`src/core/fprog_pkg.sv`:
```
// Package: register map, unlock codes, commands and carrier types for the flash programming front end
package fprog_pkg;
  localparam logic [7:0] CTRL_ADDR      = 8'h02;
  localparam logic [7:0] DATA_ADDR      = 8'hb4;
  localparam logic [7:0] CTRL_RESET     = 8'h00;
  localparam logic [7:0] DATA_RESET     = 8'h00;
  localparam logic [7:0] UNLOCK_FIRST   = 8'h02;
  localparam logic [7:0] UNLOCK_SECOND  = 8'h01;
  localparam logic [7:0] CMD_BLOCK_READ = 8'h06;
  localparam logic [7:0] CMD_BLOCK_WR   = 8'h07;
  localparam logic [7:0] CMD_PAGE_ERASE = 8'h08;
  localparam logic [7:0] CMD_DEV_ERASE  = 8'h03;
  localparam int         FIFO_WIDTH     = 8;
  localparam int         FIFO_DEPTH     = 8;

  typedef enum logic [1:0] {
    UNL_IDLE  = 2'b00,
    UNL_FIRST = 2'b01,
    UNL_OPEN  = 2'b10
  } unlock_state_t;

  typedef enum logic [2:0] {
    OP_NONE       = 3'b000,
    OP_BLOCK_READ = 3'b001,
    OP_BLOCK_WR   = 3'b010,
    OP_PAGE_ERASE = 3'b011,
    OP_DEV_ERASE  = 3'b100,
    OP_BAD        = 3'b101
  } flash_op_t;

  // One register access from the debug port
  typedef struct packed {
    logic       wr;
    logic       rd;
    logic [7:0] addr;
    logic [7:0] wdata;
  } reg_req_t;

  // Data port byte handed to the flash engine, tagged as command or payload
  typedef struct packed {
    logic       is_cmd;
    flash_op_t  op;
    logic [7:0] data;
  } stream_word_t;
endpackage

```
`src/core/fprog_regs.sv`:
```
// Flash programming front end: unlock control register and data port behind the debug port
`timescale 1ns/1ps
module fprog_regs
  import fprog_pkg::*;
(
  input  wire logic         clk_sys,
  input  wire logic         rst_n,
  input  wire reg_req_t     req,
  output logic [7:0]        rdata,
  output logic              prog_enabled,
  output logic              stream_valid,
  input  wire logic         stream_ready,
  output stream_word_t      stream_word,
  input  wire logic         rd_data_valid,
  input  wire logic [7:0]   rd_data,
  output logic              busy
);
  unlock_state_t unl_q;
  unlock_state_t unl_d;
  logic [7:0]    ctrl_q;
  logic [7:0]    data_q;
  logic          expect_cmd_q;
  logic [7:0]    rdata_q;
  logic          prog_q;
  logic          sv_q;
  stream_word_t  sw_q;
  logic          busy_q;

  // Command byte decode, used only for stream tagging
  function automatic flash_op_t decode_op(input logic [7:0] b);
    case (b)
      CMD_BLOCK_READ: decode_op = OP_BLOCK_READ;
      CMD_BLOCK_WR:   decode_op = OP_BLOCK_WR;
      CMD_PAGE_ERASE: decode_op = OP_PAGE_ERASE;
      CMD_DEV_ERASE:  decode_op = OP_DEV_ERASE;
      default:        decode_op = OP_BAD;
    endcase
  endfunction

  // Address decode
  wire ctrl_wr = req.wr && (req.addr == CTRL_ADDR);
  wire data_wr = req.wr && (req.addr == DATA_ADDR);
  wire ctrl_rd = req.rd && (req.addr == CTRL_ADDR);
  wire data_rd = req.rd && (req.addr == DATA_ADDR);

  // FIFO back-pressure shows as busy; writes to the data port while full are dropped
  wire fifo_in_ready;
  wire push_ok = data_wr && prog_q && fifo_in_ready;
  stream_word_t push_word;
  assign push_word.is_cmd = expect_cmd_q;
  assign push_word.op     = expect_cmd_q ? decode_op(req.wdata) : OP_NONE;
  assign push_word.data   = req.wdata;

  // Unlock sequencer; a wrong code returns to idle
  always_comb begin
    unl_d = unl_q;
    case (unl_q)
      UNL_IDLE: begin
        if (ctrl_wr && req.wdata == UNLOCK_FIRST) unl_d = UNL_FIRST;
      end
      UNL_FIRST: begin
        if (ctrl_wr) begin
          if (req.wdata == UNLOCK_SECOND) unl_d = UNL_OPEN;
          else if (req.wdata == UNLOCK_FIRST) unl_d = UNL_FIRST;
          else unl_d = UNL_IDLE;
        end
      end
      UNL_OPEN: unl_d = UNL_OPEN;
      default:  unl_d = UNL_IDLE;
    endcase
  end

  always_ff @(posedge clk_sys or negedge rst_n) begin
    if (!rst_n) unl_q <= UNL_IDLE;
    else unl_q <= unl_d;
  end

  // Programming latch: only reset clears it
  always_ff @(posedge clk_sys or negedge rst_n) begin
    if (!rst_n) prog_q <= 1'b0;
    else if (unl_d == UNL_OPEN) prog_q <= 1'b1;
  end

  // Register storage and command/payload phase tracking
  always_ff @(posedge clk_sys or negedge rst_n) begin
    if (!rst_n) begin
      ctrl_q       <= CTRL_RESET;
      data_q       <= DATA_RESET;
      expect_cmd_q <= 1'b1;
    end else begin
      if (ctrl_wr) ctrl_q <= req.wdata;
      if (rd_data_valid) data_q <= rd_data;
      else if (push_ok) data_q <= req.wdata;
      if (push_ok) expect_cmd_q <= 1'b0;
      else if (ctrl_wr && prog_q) expect_cmd_q <= 1'b1;
    end
  end

  // Registered read data; unmapped addresses read zero
  always_ff @(posedge clk_sys or negedge rst_n) begin
    if (!rst_n) rdata_q <= 8'h00;
    else if (ctrl_rd) rdata_q <= ctrl_q;
    else if (data_rd) rdata_q <= data_q;
    else if (req.rd) rdata_q <= 8'h00;
  end

  // FIFO decouples debug port writes from the slower flash engine
  stream_word_t fifo_out;
  wire          fifo_out_valid;
  wire          fifo_out_ready = !sv_q || stream_ready;
  fprog_fifo #(
    .WIDTH ($bits(stream_word_t)),
    .DEPTH (FIFO_DEPTH)
  ) u_fifo (
    .clk_sys   (clk_sys),
    .rst_n     (rst_n),
    .in_valid  (data_wr && prog_q),
    .in_ready  (fifo_in_ready),
    .in_data   (push_word),
    .out_valid (fifo_out_valid),
    .out_ready (fifo_out_ready),
    .out_data  (fifo_out)
  );

  // Output stage registered so the engine sees flop outputs
  always_ff @(posedge clk_sys or negedge rst_n) begin
    if (!rst_n) begin
      sv_q   <= 1'b0;
      sw_q   <= '0;
      busy_q <= 1'b0;
    end else begin
      if (fifo_out_ready) begin
        sv_q <= fifo_out_valid;
        if (fifo_out_valid) sw_q <= fifo_out;
      end
      busy_q <= !fifo_in_ready;
    end
  end

  assign rdata        = rdata_q;
  assign prog_enabled = prog_q;
  assign stream_valid = sv_q;
  assign stream_word  = sw_q;
  assign busy         = busy_q;

  // Enable only right after the second code lands on a half-open sequencer
  a_unlock_order: assert property (@(posedge clk_sys) disable iff (!rst_n)
    $rose(prog_q) |-> $past(ctrl_wr) && $past(req.wdata) == UNLOCK_SECOND
      && $past(unl_q) == UNL_FIRST)
    else $error("programming enabled out of order");

  // Nothing but reset may leave programming mode
  a_prog_sticky: assert property (@(posedge clk_sys) disable iff (!rst_n)
    prog_q |=> prog_q)
    else $error("programming mode dropped without reset");

  // A foreign code throws away the first half of the sequence
  a_wrong_code: assert property (@(posedge clk_sys) disable iff (!rst_n)
    (unl_q == UNL_FIRST && ctrl_wr && req.wdata != UNLOCK_SECOND && req.wdata != UNLOCK_FIRST)
      |=> unl_q == UNL_IDLE) else $error("partial unlock kept after bad code");

  // Locked data port writes never reach the FIFO
  a_locked_drop: assert property (@(posedge clk_sys) disable iff (!rst_n)
    (data_wr && !prog_q) |=> !fifo_out_valid || $stable(u_fifo.count_q))
    else $error("data accepted while locked");

  // Block write command tagged with its operation
  a_cmd_decode: assert property (@(posedge clk_sys) disable iff (!rst_n)
    (sv_q && sw_q.is_cmd && sw_q.data == CMD_BLOCK_WR) |-> sw_q.op == OP_BLOCK_WR)
    else $error("write command misdecoded");

  // Engine byte shows on a data port read one cycle later
  a_read_return: assert property (@(posedge clk_sys) disable iff (!rst_n)
    rd_data_valid ##1 (req.rd && req.addr == DATA_ADDR) |=> rdata == $past(rd_data, 2))
    else $error("read data not returned on data port");

  // Block read command tagged with its operation
  a_read_decode: assert property (@(posedge clk_sys) disable iff (!rst_n)
    (stream_valid && stream_word.is_cmd && stream_word.data == CMD_BLOCK_READ)
      |-> stream_word.op == OP_BLOCK_READ) else $error("read command misdecoded");

  // Page erase command tagged with its operation
  a_page_decode: assert property (@(posedge clk_sys) disable iff (!rst_n)
    (stream_valid && stream_word.is_cmd && stream_word.data == CMD_PAGE_ERASE)
      |-> stream_word.op == OP_PAGE_ERASE) else $error("page erase misdecoded");

  // Device erase command tagged with its operation
  a_erase_decode: assert property (@(posedge clk_sys) disable iff (!rst_n)
    (stream_valid && stream_word.is_cmd && stream_word.data == CMD_DEV_ERASE)
      |-> stream_word.op == OP_DEV_ERASE) else $error("device erase misdecoded");

  // Payload bytes carry no operation, so the engine cannot mistake them
  a_payload_op: assert property (@(posedge clk_sys) disable iff (!rst_n)
    (stream_valid && !stream_word.is_cmd) |-> stream_word.op == OP_NONE)
    else $error("payload byte carries an operation");

  // Offered word stays put while the engine stalls
  a_stream_hold: assert property (@(posedge clk_sys) disable iff (!rst_n)
    (stream_valid && !stream_ready) |=> stream_valid && $stable(stream_word))
    else $error("stream word changed before acceptance");

  // Busy follows a full FIFO one cycle later
  a_busy_full: assert property (@(posedge clk_sys) disable iff (!rst_n)
    !fifo_in_ready |=> busy)
    else $error("busy missing while full");

  // Busy drops once the FIFO has room again
  a_busy_clear: assert property (@(posedge clk_sys) disable iff (!rst_n)
    fifo_in_ready |=> !busy)
    else $error("busy stuck with room free");

  // No stream traffic before the unlock pair
  a_locked_idle: assert property (@(posedge clk_sys) disable iff (!rst_n)
    !prog_enabled |-> !stream_valid)
    else $error("stream active while locked");

  // Control register reads back what was written
  a_ctrl_readback: assert property (@(posedge clk_sys) disable iff (!rst_n)
    ctrl_rd |=> rdata == $past(ctrl_q))
    else $error("control register read mismatch");
endmodule

```
`src/core/fprog_fifo.sv`:
```
// Small synchronous FIFO with valid/ready on both sides
`timescale 1ns/1ps
module fprog_fifo #(
  parameter int WIDTH = 8,
  parameter int DEPTH = 8
) (
  input  wire logic             clk_sys,
  input  wire logic             rst_n,
  input  wire logic             in_valid,
  output logic                  in_ready,
  input  wire logic [WIDTH-1:0] in_data,
  output logic                  out_valid,
  input  wire logic             out_ready,
  output logic      [WIDTH-1:0] out_data
);
  localparam int AW = $clog2(DEPTH);
  logic [WIDTH-1:0] mem_q [DEPTH];
  logic [AW-1:0]    wr_ptr_q;
  logic [AW-1:0]    rd_ptr_q;
  logic [AW:0]      count_q;
  wire              push = in_valid && in_ready;
  wire              pop  = out_valid && out_ready;

  // Honest flags straight from the occupancy count
  assign in_ready  = (count_q != (AW+1)'(DEPTH));
  assign out_valid = (count_q != '0);
  assign out_data  = mem_q[rd_ptr_q];

  // Storage has no reset; only pointers and count need a defined state
  always_ff @(posedge clk_sys) begin
    if (push) begin
      mem_q[wr_ptr_q] <= in_data;
    end
  end

  // Pointers wrap naturally since depth is a power of two
  always_ff @(posedge clk_sys or negedge rst_n) begin
    if (!rst_n) begin
      wr_ptr_q <= '0;
      rd_ptr_q <= '0;
      count_q  <= '0;
    end else begin
      if (push) wr_ptr_q <= wr_ptr_q + AW'(1);
      if (pop) rd_ptr_q <= rd_ptr_q + AW'(1);
      count_q <= count_q + (AW+1)'(push) - (AW+1)'(pop);
    end
  end
endmodule

```
`config.mk`:
```
export PLATFORM = sky130hd
export DESIGN_NAME = fprog_regs
export DESIGN_NICKNAME = d
export VERILOG_FILES = /design/src/core/fprog_pkg.sv /design/src/core/fprog_regs.sv /design/src/core/fprog_fifo.sv
export SDC_FILE = /design/constraint.sdc
export NUM_CORES = 1
export LEC_CHECK = 0
export BUFFER_PORTS_ARGS = -buffer_cell sky130_fd_sc_hd__buf_4
export CAP_MARGIN = 20
export CORE_MARGIN = 3
export CORE_UTILIZATION = 59
export CTS_CLUSTER_SIZE = 8
export DETAILED_ROUTE_END_ITERATION = 8
export PLACE_DENSITY = 0.79
export SETUP_SLACK_MARGIN = 0.2
export SLEW_MARGIN = 20
export SYNTH_ARGS = -nofsm -noshare
export SYNTH_HDL_FRONTEND = slang
export SYNTH_SLANG_ARGS = --single-unit
```
`constraint.sdc`:
```
create_clock -name clk_sys -period 3.4 [get_ports clk_sys]
set_input_delay 0.51 -clock clk_sys [delete_from_list [all_inputs] [get_ports clk_sys]]
set_output_delay 0.51 -clock clk_sys [all_outputs]
set_load 0.005 [all_outputs]
```
==> results_dict.tcl, run 1 <==
set metrics [dict create \
    status "finished, final reports clean" \
    power.leakage_uw 0.00279 \
    slew_headroom_pct 34.7 \
    required_ps 3610 \
    grt_use_met2_pct 37.1 \
    synth_seq_cells 148 \
    timing.rr.start "u_fifo.count_q[2]" \
    antenna_cells 0 \
    tightest_slew_ps 977 \
    synth-adder-area-share_pct 1.99 \
    routed_wl_microns 11900 \
    async_flop_share_pct 35.1 \
    grt_util_met1_pct 30.7 \
    cts_root_buf "clkbuf_8" \
    synth_top_area_share_pct 47.7 \
    min_period_ps 2310 \
    critPathMaxStageDelay_ps 480 \
    drive_gt1_share_pct 32.7 \
    final_hold_viol_count 0 \
    synth.area.mux_share_pct 12.8 \
    synth_edf_count 96 \
    first_iter_violations 250 \
    area_delta_synth_final_pct 20.4 \
    htreeDepth 4 \
    rows 36 \
    postRouteAntennaNets 0 \
    via_per_inst 5.88 \
    worstPathArrival_ps 2520 \
    ios 53 \
    synth_area_per_cell_sq_um 16.8 \
    critPathCapture "u_fifo.mem_q[4][4]" \
    design.die.area_sq_um 11500 \
    grt_pass1_wl_microns 19000 \
    cts.sinks 148 \
    synthFlopType "edfxtp_1" \
    yosys-top-cells-area "edfxtp_1 48%, dfrtp_1 21%, mux4_2 8.9%" \
    crit_path_max_fanout 12 \
    ctsLongestPathBuffers 2 \
    setup_viol 0 \
    die_w_microns 107 \
    netlist_area_sq_um 6040 \
    path_delay_family "simple AND/OR/NAND/NOR gates" \
    synth_area_leader_cell "edfxtp_1" \
    cts_setup_buffers 0 \
    max-cap-violations 0 \
    rsz0062_at_grt "no" \
    synth_xor_area_share_pct 0.870 \
    synthCells 359 \
    synthDistinctLibCells 45 \
    nFillCells 579 \
    post-route-util_pct 73.8 \
    fin_setup_tns_ps 0 \
    synth_common_cells "96 x edfxtp_1, 51 x dfrtp_1, 24 x mux4_2" \
    core_sq_um 9860 \
    ir_drop_uv 419 \
    r2r_setup_slack_ps 1090 \
    start_util_pct 61.3 \
    fin_cells 573 \
    synth_fp_nets 398 \
    first_pass_iters 5 \
    ctsResizeCount 0 \
    crit_start "u_fifo.count_q[2]" \
    crit_chain "inv_1, ha_1, nor3b_1, buf_4, nor4_4, nand2_1, nor3_1, buf_4" \
    grt_pass1_vias 3562 \
    worstHoldPathType "in2async" \
    track_usage_pct 22.6 \
    fmax_mhz 432 \
    synth_top_family_by_area "multiplexers" \
    cp_num_cells 8 \
    ys_seq_area_share_pct 69.3 \
    portBuffers 52 \
    fin_worst_skew_ps 7.44 \
    routedWlPerCell_microns 20.7 \
    yosysMostFrequentCell "edfxtp_1" \
    powerDensity_nw_per_um2 724 \
    fin_crit_sh_pct 68.1 \
    crit_buf_inv 3 \
    cp-start-kind "register" \
    busiest_layer "met2" \
    grt_overflow 0 \
    r2r_end "u_fifo.mem_q[4][4]" \
    grt_util_met3_pct 4.70 \
    synth_compound_area_share_pct 5.45 \
    num-nets-final 466 \
    yosys_warnings 0 \
    place_inst 541 \
    drc_errors 0 \
    r2r_cells 8 \
    crit_top_cell "buf_4" \
    clk_pin_slew_ps 60 \
    yosys.area_share.simple_pct 7.35 \
    critical_path_class "reg2reg" \
    globalplace.congestion 0.753 \
    clkLatencyLatePin_ps 510 \
    ctsHoldBuffers 0 \
    end_kind "register" \
    cts_tree "yes" \
    hpwl_microns 7350 \
    grt_max_degree 53 \
    die_h_microns 107 \
    antenna_found_initial 0 \
    drv_slew 0 \
    vias 3371 \
    cts_buffers 17 \
    crit_slowest_cell "nor4_4" \
]
==> kinds of logic after synthesis <==
logic type,Yosys count
DFF,148
and+or+nand+nor,71
AOI/OAI and AO/OA,47
muxes,46
buffers and inverters,32
adders and majority gates,9
xor gates and xnor gates,6
==> flip-flops by register name, summed over array words and instances, names as in the netlist, 2 cells and up <==
name / cells
stream_word: 12
u_fifo.count_q: 4
data_q: 8
u_fifo.wr_ptr_q: 3
unl_q: 2
rdata: 8
u_fifo.mem_q: 96
ctrl_q: 8
u_fifo.rd_ptr_q: 3
==> report_power, final <==
group          switching [uW]  total, uW  internal, uW
Clock                     665       2010          1350
Sequential                176       2240          2060
Combinational             453       1020           568
==> how the worst min path moves through the flow <==
stage / cells past startpoint / startpoint / slack, ps / end
final: 1 / rst_n / 30 / stream_word[3]
after global routing: 1 / rst_n / 80 / busy
after CTS: 1 / rst_n / 40 / stream_word[3]
after detailed placement: 1 / unl_q[1] / 450 / unl_q[0]
after global placement: 1 / unl_q[1] / 450 / unl_q[0]
after floorplan: 0 / rst_n / 210 / busy
==> through the flow <==
| stage | setup slack [ps] | instance area, sq um | hold WS (ps) | power (uW) |
|---|---|---|---|---|
| global placement | 857 | 6620 | 448 | 3270 |
| global route | 907 | 7280 | 77.8 | 5510 |
| floorplan | 492 | 6040 | 214 | 2940 |
| detailed placement | 788 | 6620 | 452 | 3320 |
| CTS | 1100 | 7270 | 44.1 | 5320 |
| finish | 1090 | 7280 | 34.3 | 5270 |
==> worst register-to-register path, stage by stage, from the launching register on <==
cell	delay, ps
dfrtp_1	320
inv_1	70
ha_1	200
nor3b_1	140
buf_4	160
nor4_4	480
nand2_1	200
nor3_1	210
buf_4	250
==> routing by layer <==
layer | share of wire, % | up-vias | wire length [microns]
met3 | 5.5 | 10 | 649
met4 | 1.2 | 0 | 142
met1 | 42 | 1740 | 5000
li1 | - | 1521 | -
met2 | 51 | 100 | 6080
met5 | 0 | - | 0
==> cell type report <==
cell class	instances	area, sq um	share of cell area (%)
Tap cell	133	166	2.29
Clock inverter	8	171	2.36
Sequential cell	148	4190	57.5
Inverter	16	60.1	0.825
Timing Repair Buffer	65	488	6.71
Multi-Input combinational cell	179	1720	23.7
Clock buffer	24	480	6.60
==> layout by cell type (no fill, tap or decap), drive strengths merged, types with 2 or more instances in the layout <==
cell	instances
clkbuf	24
nor3b	10
mux2i	12
nor2	20
nand3b	2
inv	16
a32oi	7
nor3	5
dfrtp	51
bufinv	5
a221o	8
or4b	2
o21a	2
a21oi	16
mux2	10
nor2b	12
xnor2	2
buf	65
ha	8
mux4	24
nand2	7
o21ai	9
clkinv	2
nor4	3
edfxtp	96
nand2b	3
xor2	4
No activity file was read; power rests on OpenSTA's default activity.
==> run 2, diff against run 1 <==
==> constraint.sdc (replaced) <==
create_clock -name clk_sys -period 2.3 [get_ports clk_sys]
set_input_delay 0.345 -clock clk_sys [delete_from_list [all_inputs] [get_ports clk_sys]]
set_output_delay 0.345 -clock clk_sys [all_outputs]
set_load 0.005 [all_outputs]
==> results_dict.tcl, run 2 (synthesis gave the netlist of run 1 again) <==
set metrics [dict create \
    whs_ps 55.0 \
    powerDensity_nw_per_um2 1020 \
    htreeDepth 4 \
    r2r_cells 7 \
    globalplace.congestion 0.812 \
    area_delta_synth_final_pct 23.3 \
    first_pass_iters 5 \
    final_hold_viol_count 0 \
    crit_path_max_fanout 6 \
    clkLatencyLatePin_ps 520 \
    cts_root_buf "clkbuf_8" \
    status "finished, final reports clean" \
    grt_pass1_wl_microns 20000 \
    num-nets-final 477 \
    pwr-share-comb_pct 22.1 \
    power.leakage_uw 0.00284 \
    mostFrequentLayoutCell "edfxtp_1" \
    die_h_microns 107 \
    fmax_mhz 503 \
    first_iter_violations 227 \
    min_period_ps 1990 \
    multiInputGateArea_sq_um 1800 \
    core_sq_um 9860 \
    routedWlPerCell_microns 21.3 \
    end_kind "register" \
    setup_viol 0 \
    ios 53 \
    final_cell_mix "96 x edfxtp_1, 69 x buf_4, 51 x dfrtp_1, 24 x mux4_2" \
    drv_slew 0 \
    antenna_found_initial 0 \
    cts_buffers 17 \
    hpwl_microns 8030 \
    portBuffers 52 \
    drc_errors 0 \
    clk_pin_slew_ps 60 \
    required_ps 2530 \
    die_w_microns 107 \
    fin_setup_tns_ps 0 \
    ir_drop_uv 911 \
    p_sw_share_pct 26.6 \
    switching_power_uw 2020 \
    vias 3474 \
    seq_power_share_pct 42.1 \
    nFillCells 547 \
    seq_area_sq_um 4190 \
    tightest_slew_ps 685 \
    grt_max_degree 53 \
    largest_reg_flops 96 \
    drive_gt1_share_pct 37.0 \
    top_register "u_fifo.mem_q" \
    via_per_inst 5.95 \
    fin_worst_skew_ps 8.00 \
    p_int_uw 5600 \
    rsz0062_at_grt "yes" \
    antenna_cells 0 \
    track_usage_pct 24.1 \
    grt_overflow 0 \
    worstHoldPathType "in2reg" \
    worstPathArrival_ps 2220 \
    cts.sinks 148 \
    routed_wl_microns 12500 \
    holdPathStages 2 \
    max-cap-violations 0 \
    cp-start-kind "register" \
    ctsLongestPathBuffers 2 \
    start_util_pct 61.3 \
    critical_path_class "reg2reg" \
    power_frac_clock_pct 35.8 \
    postRouteAntennaNets 0 \
    cts_tree "yes" \
    fin_crit_sh_pct 86.5 \
    design.die.area_sq_um 11500 \
    grt_pass1_vias 3613 \
    finalPower_uw 7620 \
    rows 36 \
    slew_headroom_pct 54.3 \
]
[run 2: cell count changes in the layout (fill, tap and decap cells not counted), moves of 4 or more]
| cell | delta |
|---|---|
| buf_4 | +4 |
| clkbuf_8 | -4 |
| buf_12 | +6 |
| nor2_1 | -6 |
[run 2: routing by layer]
metal / share of wire (%) / track usage [%] / vias to the layer above
li1: - / - / 1550
met1: 39 / 31.9 / 1771
met2: 53 / 39.5 / 132
met3: 6.3 / 5.24 / 21
met4: 1.7 / 9.50 / 0
met5: 0 / 0 / -
[run 2: worst paths after layout]
path | slack (ps) | from | endpoint
max | 310 | u_fifo.count_q[2] | u_fifo.mem_q[0][1]
min | 60 | rd_data[6] | data_q[6]
max reg2reg | 310 | u_fifo.count_q[2] | u_fifo.mem_q[0][1]
min reg2reg | 470 | unl_q[1] | unl_q[0]
max in group asynchronous | 1430 | rst_n | rdata[3]
min in group asynchronous | 420 | rst_n | busy
[run 2: what timing repair did]
item	CTS	global route
hold buffers	1	0
pin swaps	1	0
resized for setup	1	1
setup buffers	0	1
endpoints found under the hold margin	51	0
setup endpoints to repair	60	14
[run 2: worst max-delay path, stage by stage (launching register included)]
cell      delay (ps)
dfrtp_1          320
inv_1             70
ha_1             200
nor3b_4          170
nor4_4           300
nand2b_2         240
nor3_4           220
buf_4            190
[run 2: area by class of cell]
| type | count | share of cell area (%) |
|---|---|---|
| timing repair buffer | 76 | 8.70 |
| sequential | 148 | 56.2 |
| multi-input combinational | 179 | 24.1 |
| clock inverter | 15 | 2.42 |
| clock buffer | 17 | 5.56 |
| tap | 133 | 2.23 |
| inverter | 16 | 0.806 |
[run 2: per-stage QoR]
step / util (%) / area [sq um] / setup slack, ps / std cells
after global routing: 75.6 / 7450 / 179 / 584
after CTS: 75.4 / 7440 / 265 / 583
after detailed placement: 69.3 / 6830 / -19.3 / 550
after floorplan: - / 6120 / 78.6 / 359
after global placement: 69.3 / 6830 / 37.0 / 550
final: 75.6 / 7450 / 310 / 584
[run 2: power by group through the flow]
stage	logic, uW	registers (uW)	clock network (uW)
final	1680	3210	2730
after global routing	1850	3230	2880
after CTS	1720	3210	2750
after detailed placement	1690	3250	0
after global placement	1620	3240	0
after floorplan	1170	3210	0
==> run 3, diff against run 2 <==
--- a/config.mk
+++ b/config.mk
@@ -8,10 +8,11 @@
 export BUFFER_PORTS_ARGS = -buffer_cell sky130_fd_sc_hd__buf_4
 export CAP_MARGIN = 20
 export CORE_MARGIN = 3
-export CORE_UTILIZATION = 59
+export CORE_UTILIZATION = 60
 export CTS_CLUSTER_SIZE = 8
 export DETAILED_ROUTE_END_ITERATION = 8
-export PLACE_DENSITY = 0.79
+export PLACE_DENSITY = 0.8
+export REMOVE_ABC_BUFFERS = 1
 export SETUP_SLACK_MARGIN = 0.2
 export SLEW_MARGIN = 20
 export SYNTH_ARGS = -nofsm -noshare
==> constraint.sdc (replaced) <==
create_clock -name clk_sys -period 2.35 [get_ports clk_sys]
set_input_delay 0.235 -clock clk_sys [delete_from_list [all_inputs] [get_ports clk_sys]]
set_output_delay 0.235 -clock clk_sys [all_outputs]
set_load 0.005 [all_outputs]
==> results_dict.tcl, run 3 (synthesis gave the netlist of run 1 again) <==
set metrics [dict create \
    drc_errors 0 \
    cts_root_buf "clkbuf_8" \
    hpwl_microns 7140 \
    fin_ws_ps 252 \
    final_hold_viol_count 0 \
    num-nets-final 490 \
    htreeDepth 4 \
    max-cap-violations 0 \
    grt_overflow 0 \
    ir_drop_uv 639 \
    status "finished, final reports clean" \
    slew_headroom_pct 54.1 \
    clkLatencyLatePin_ps 520 \
    cts.sinks 148 \
    grt_max_degree 53 \
    finalPower_uw 7370 \
    antenna_found_initial 0 \
    fmax_mhz 477 \
    setup_viol 0 \
    antenna_cells 0 \
    postRouteAntennaNets 0 \
    via_per_inst 5.72 \
    required_ps 2570 \
    min_period_ps 2100 \
    worstPathArrival_ps 2320 \
    fin_crit_sh_pct 89.3 \
    powerDensity_nw_per_um2 987 \
    multiInputGateArea_sq_um 1740 \
    seq_area_sq_um 4190 \
    top_register "u_fifo.mem_q" \
    end_kind "register" \
    fin_setup_tns_ps 0 \
    power.leakage_uw 0.00288 \
    ctsLongestPathBuffers 2 \
    rows 36 \
    area_delta_synth_final_pct 23.5 \
    drive_gt1_share_pct 33.0 \
    critical_path_class "reg2reg" \
    core_sq_um 9770 \
    clk_pin_slew_ps 60 \
    first_iter_violations 243 \
    mostFrequentLayoutCell "edfxtp_1" \
    grt_pass1_vias 3564 \
    track_usage_pct 22.7 \
    first_pass_iters 5 \
    place_ws_ps 69.0 \
    grt_pass1_wl_microns 18900 \
    globalplace.congestion 0.771 \
    final_cell_mix "96 x edfxtp_1, 70 x buf_4, 51 x dfrtp_1, 24 x mux4_2, 20 x nor2_1" \
    worstHoldPathType "in2reg" \
    cts_tree "yes" \
    tightest_slew_ps 689 \
    routedWlPerCell_microns 19.5 \
    largest_reg_flops 96 \
    ios 53 \
    fin_worst_skew_ps 7.96 \
    crit_path_max_fanout 6 \
    vias 3416 \
    die_w_microns 106 \
    cp-start-kind "register" \
    design.die.area_sq_um 11300 \
    nFillCells 558 \
    rsz0062_at_grt "yes" \
    start_util_pct 61.8 \
    cts_buffers 17 \
    die_h_microns 106 \
    portBuffers 52 \
    routed_wl_microns 11700 \
    drv_slew 0 \
]
run 3: per-layer routing:
layer  routed length [microns]  track usage, %
met5                         0               0
met2                      5930            36.7
met3                       464            5.95
met4                       127            7.31
met1                      5140            30.4
run 3: final timing paths:
kind	startpoint	end	slack, ps	cells after the start
setup / recovery	u_fifo.count_q[2]	u_fifo.mem_q[0][2]	250	7
hold / removal	stream_ready	stream_valid	30	3
setup reg to reg	u_fifo.count_q[2]	u_fifo.mem_q[0][2]	250	7
hold reg to reg	u_fifo.wr_ptr_q[2]	u_fifo.wr_ptr_q[2]	500	1
max in group asynchronous	rst_n	ctrl_q[2]	1590	2
min in group asynchronous	rst_n	stream_word[7]	300	2
run 3: what timing repair did:
item | in CTS | in global routing
hold buffers | 16 | 0
endpoints found under the setup margin | 0 | 97
setup buffers | 0 | 2
endpoints found under the hold margin | 108 | 0
gates resized for setup | 0 | 10
run 3: worst max-delay path, cell delays in order, from the launching register on:
cell,delay [ps]
dfrtp_1,320
inv_1,70
ha_1,200
nor3b_4,160
nor4_4,400
nand2b_1,200
nor3_2,220
buf_4,220
run 3: layout make-up:
class,instances,share of cell area (%)
repair buffers,89,9.75
clock inverters,6,0.855
flip-flops and latches,148,56.1
inverters,16,0.804
clock buffers,26,6.97
well taps,133,2.23
multi-input cells,179,23.3
run 3: power breakdown:
part | internal, uW | switching (uW) | leakage (uW) | total (uW)
clock network | 1620 | 996 | 0.000290 | 2610
registers | 2980 | 168 | 0.00153 | 3150
logic | 887 | 716 | 0.00106 | 1600
total | 5490 | 1880 | 0.00288 | 7370
run 3: per-stage QoR:
stage               instance area (sq um)  utilization [%]  hold WS [ps]  instances
floorplan                            5960                -         -60.6        343
global placement                     6670             68.3           320        546
detailed placement                   6670             68.3           322        546
CTS                                  7420             75.9          9.98        594
global route                         7470             76.4          26.9        597
finish                               7470             76.4          33.4        597
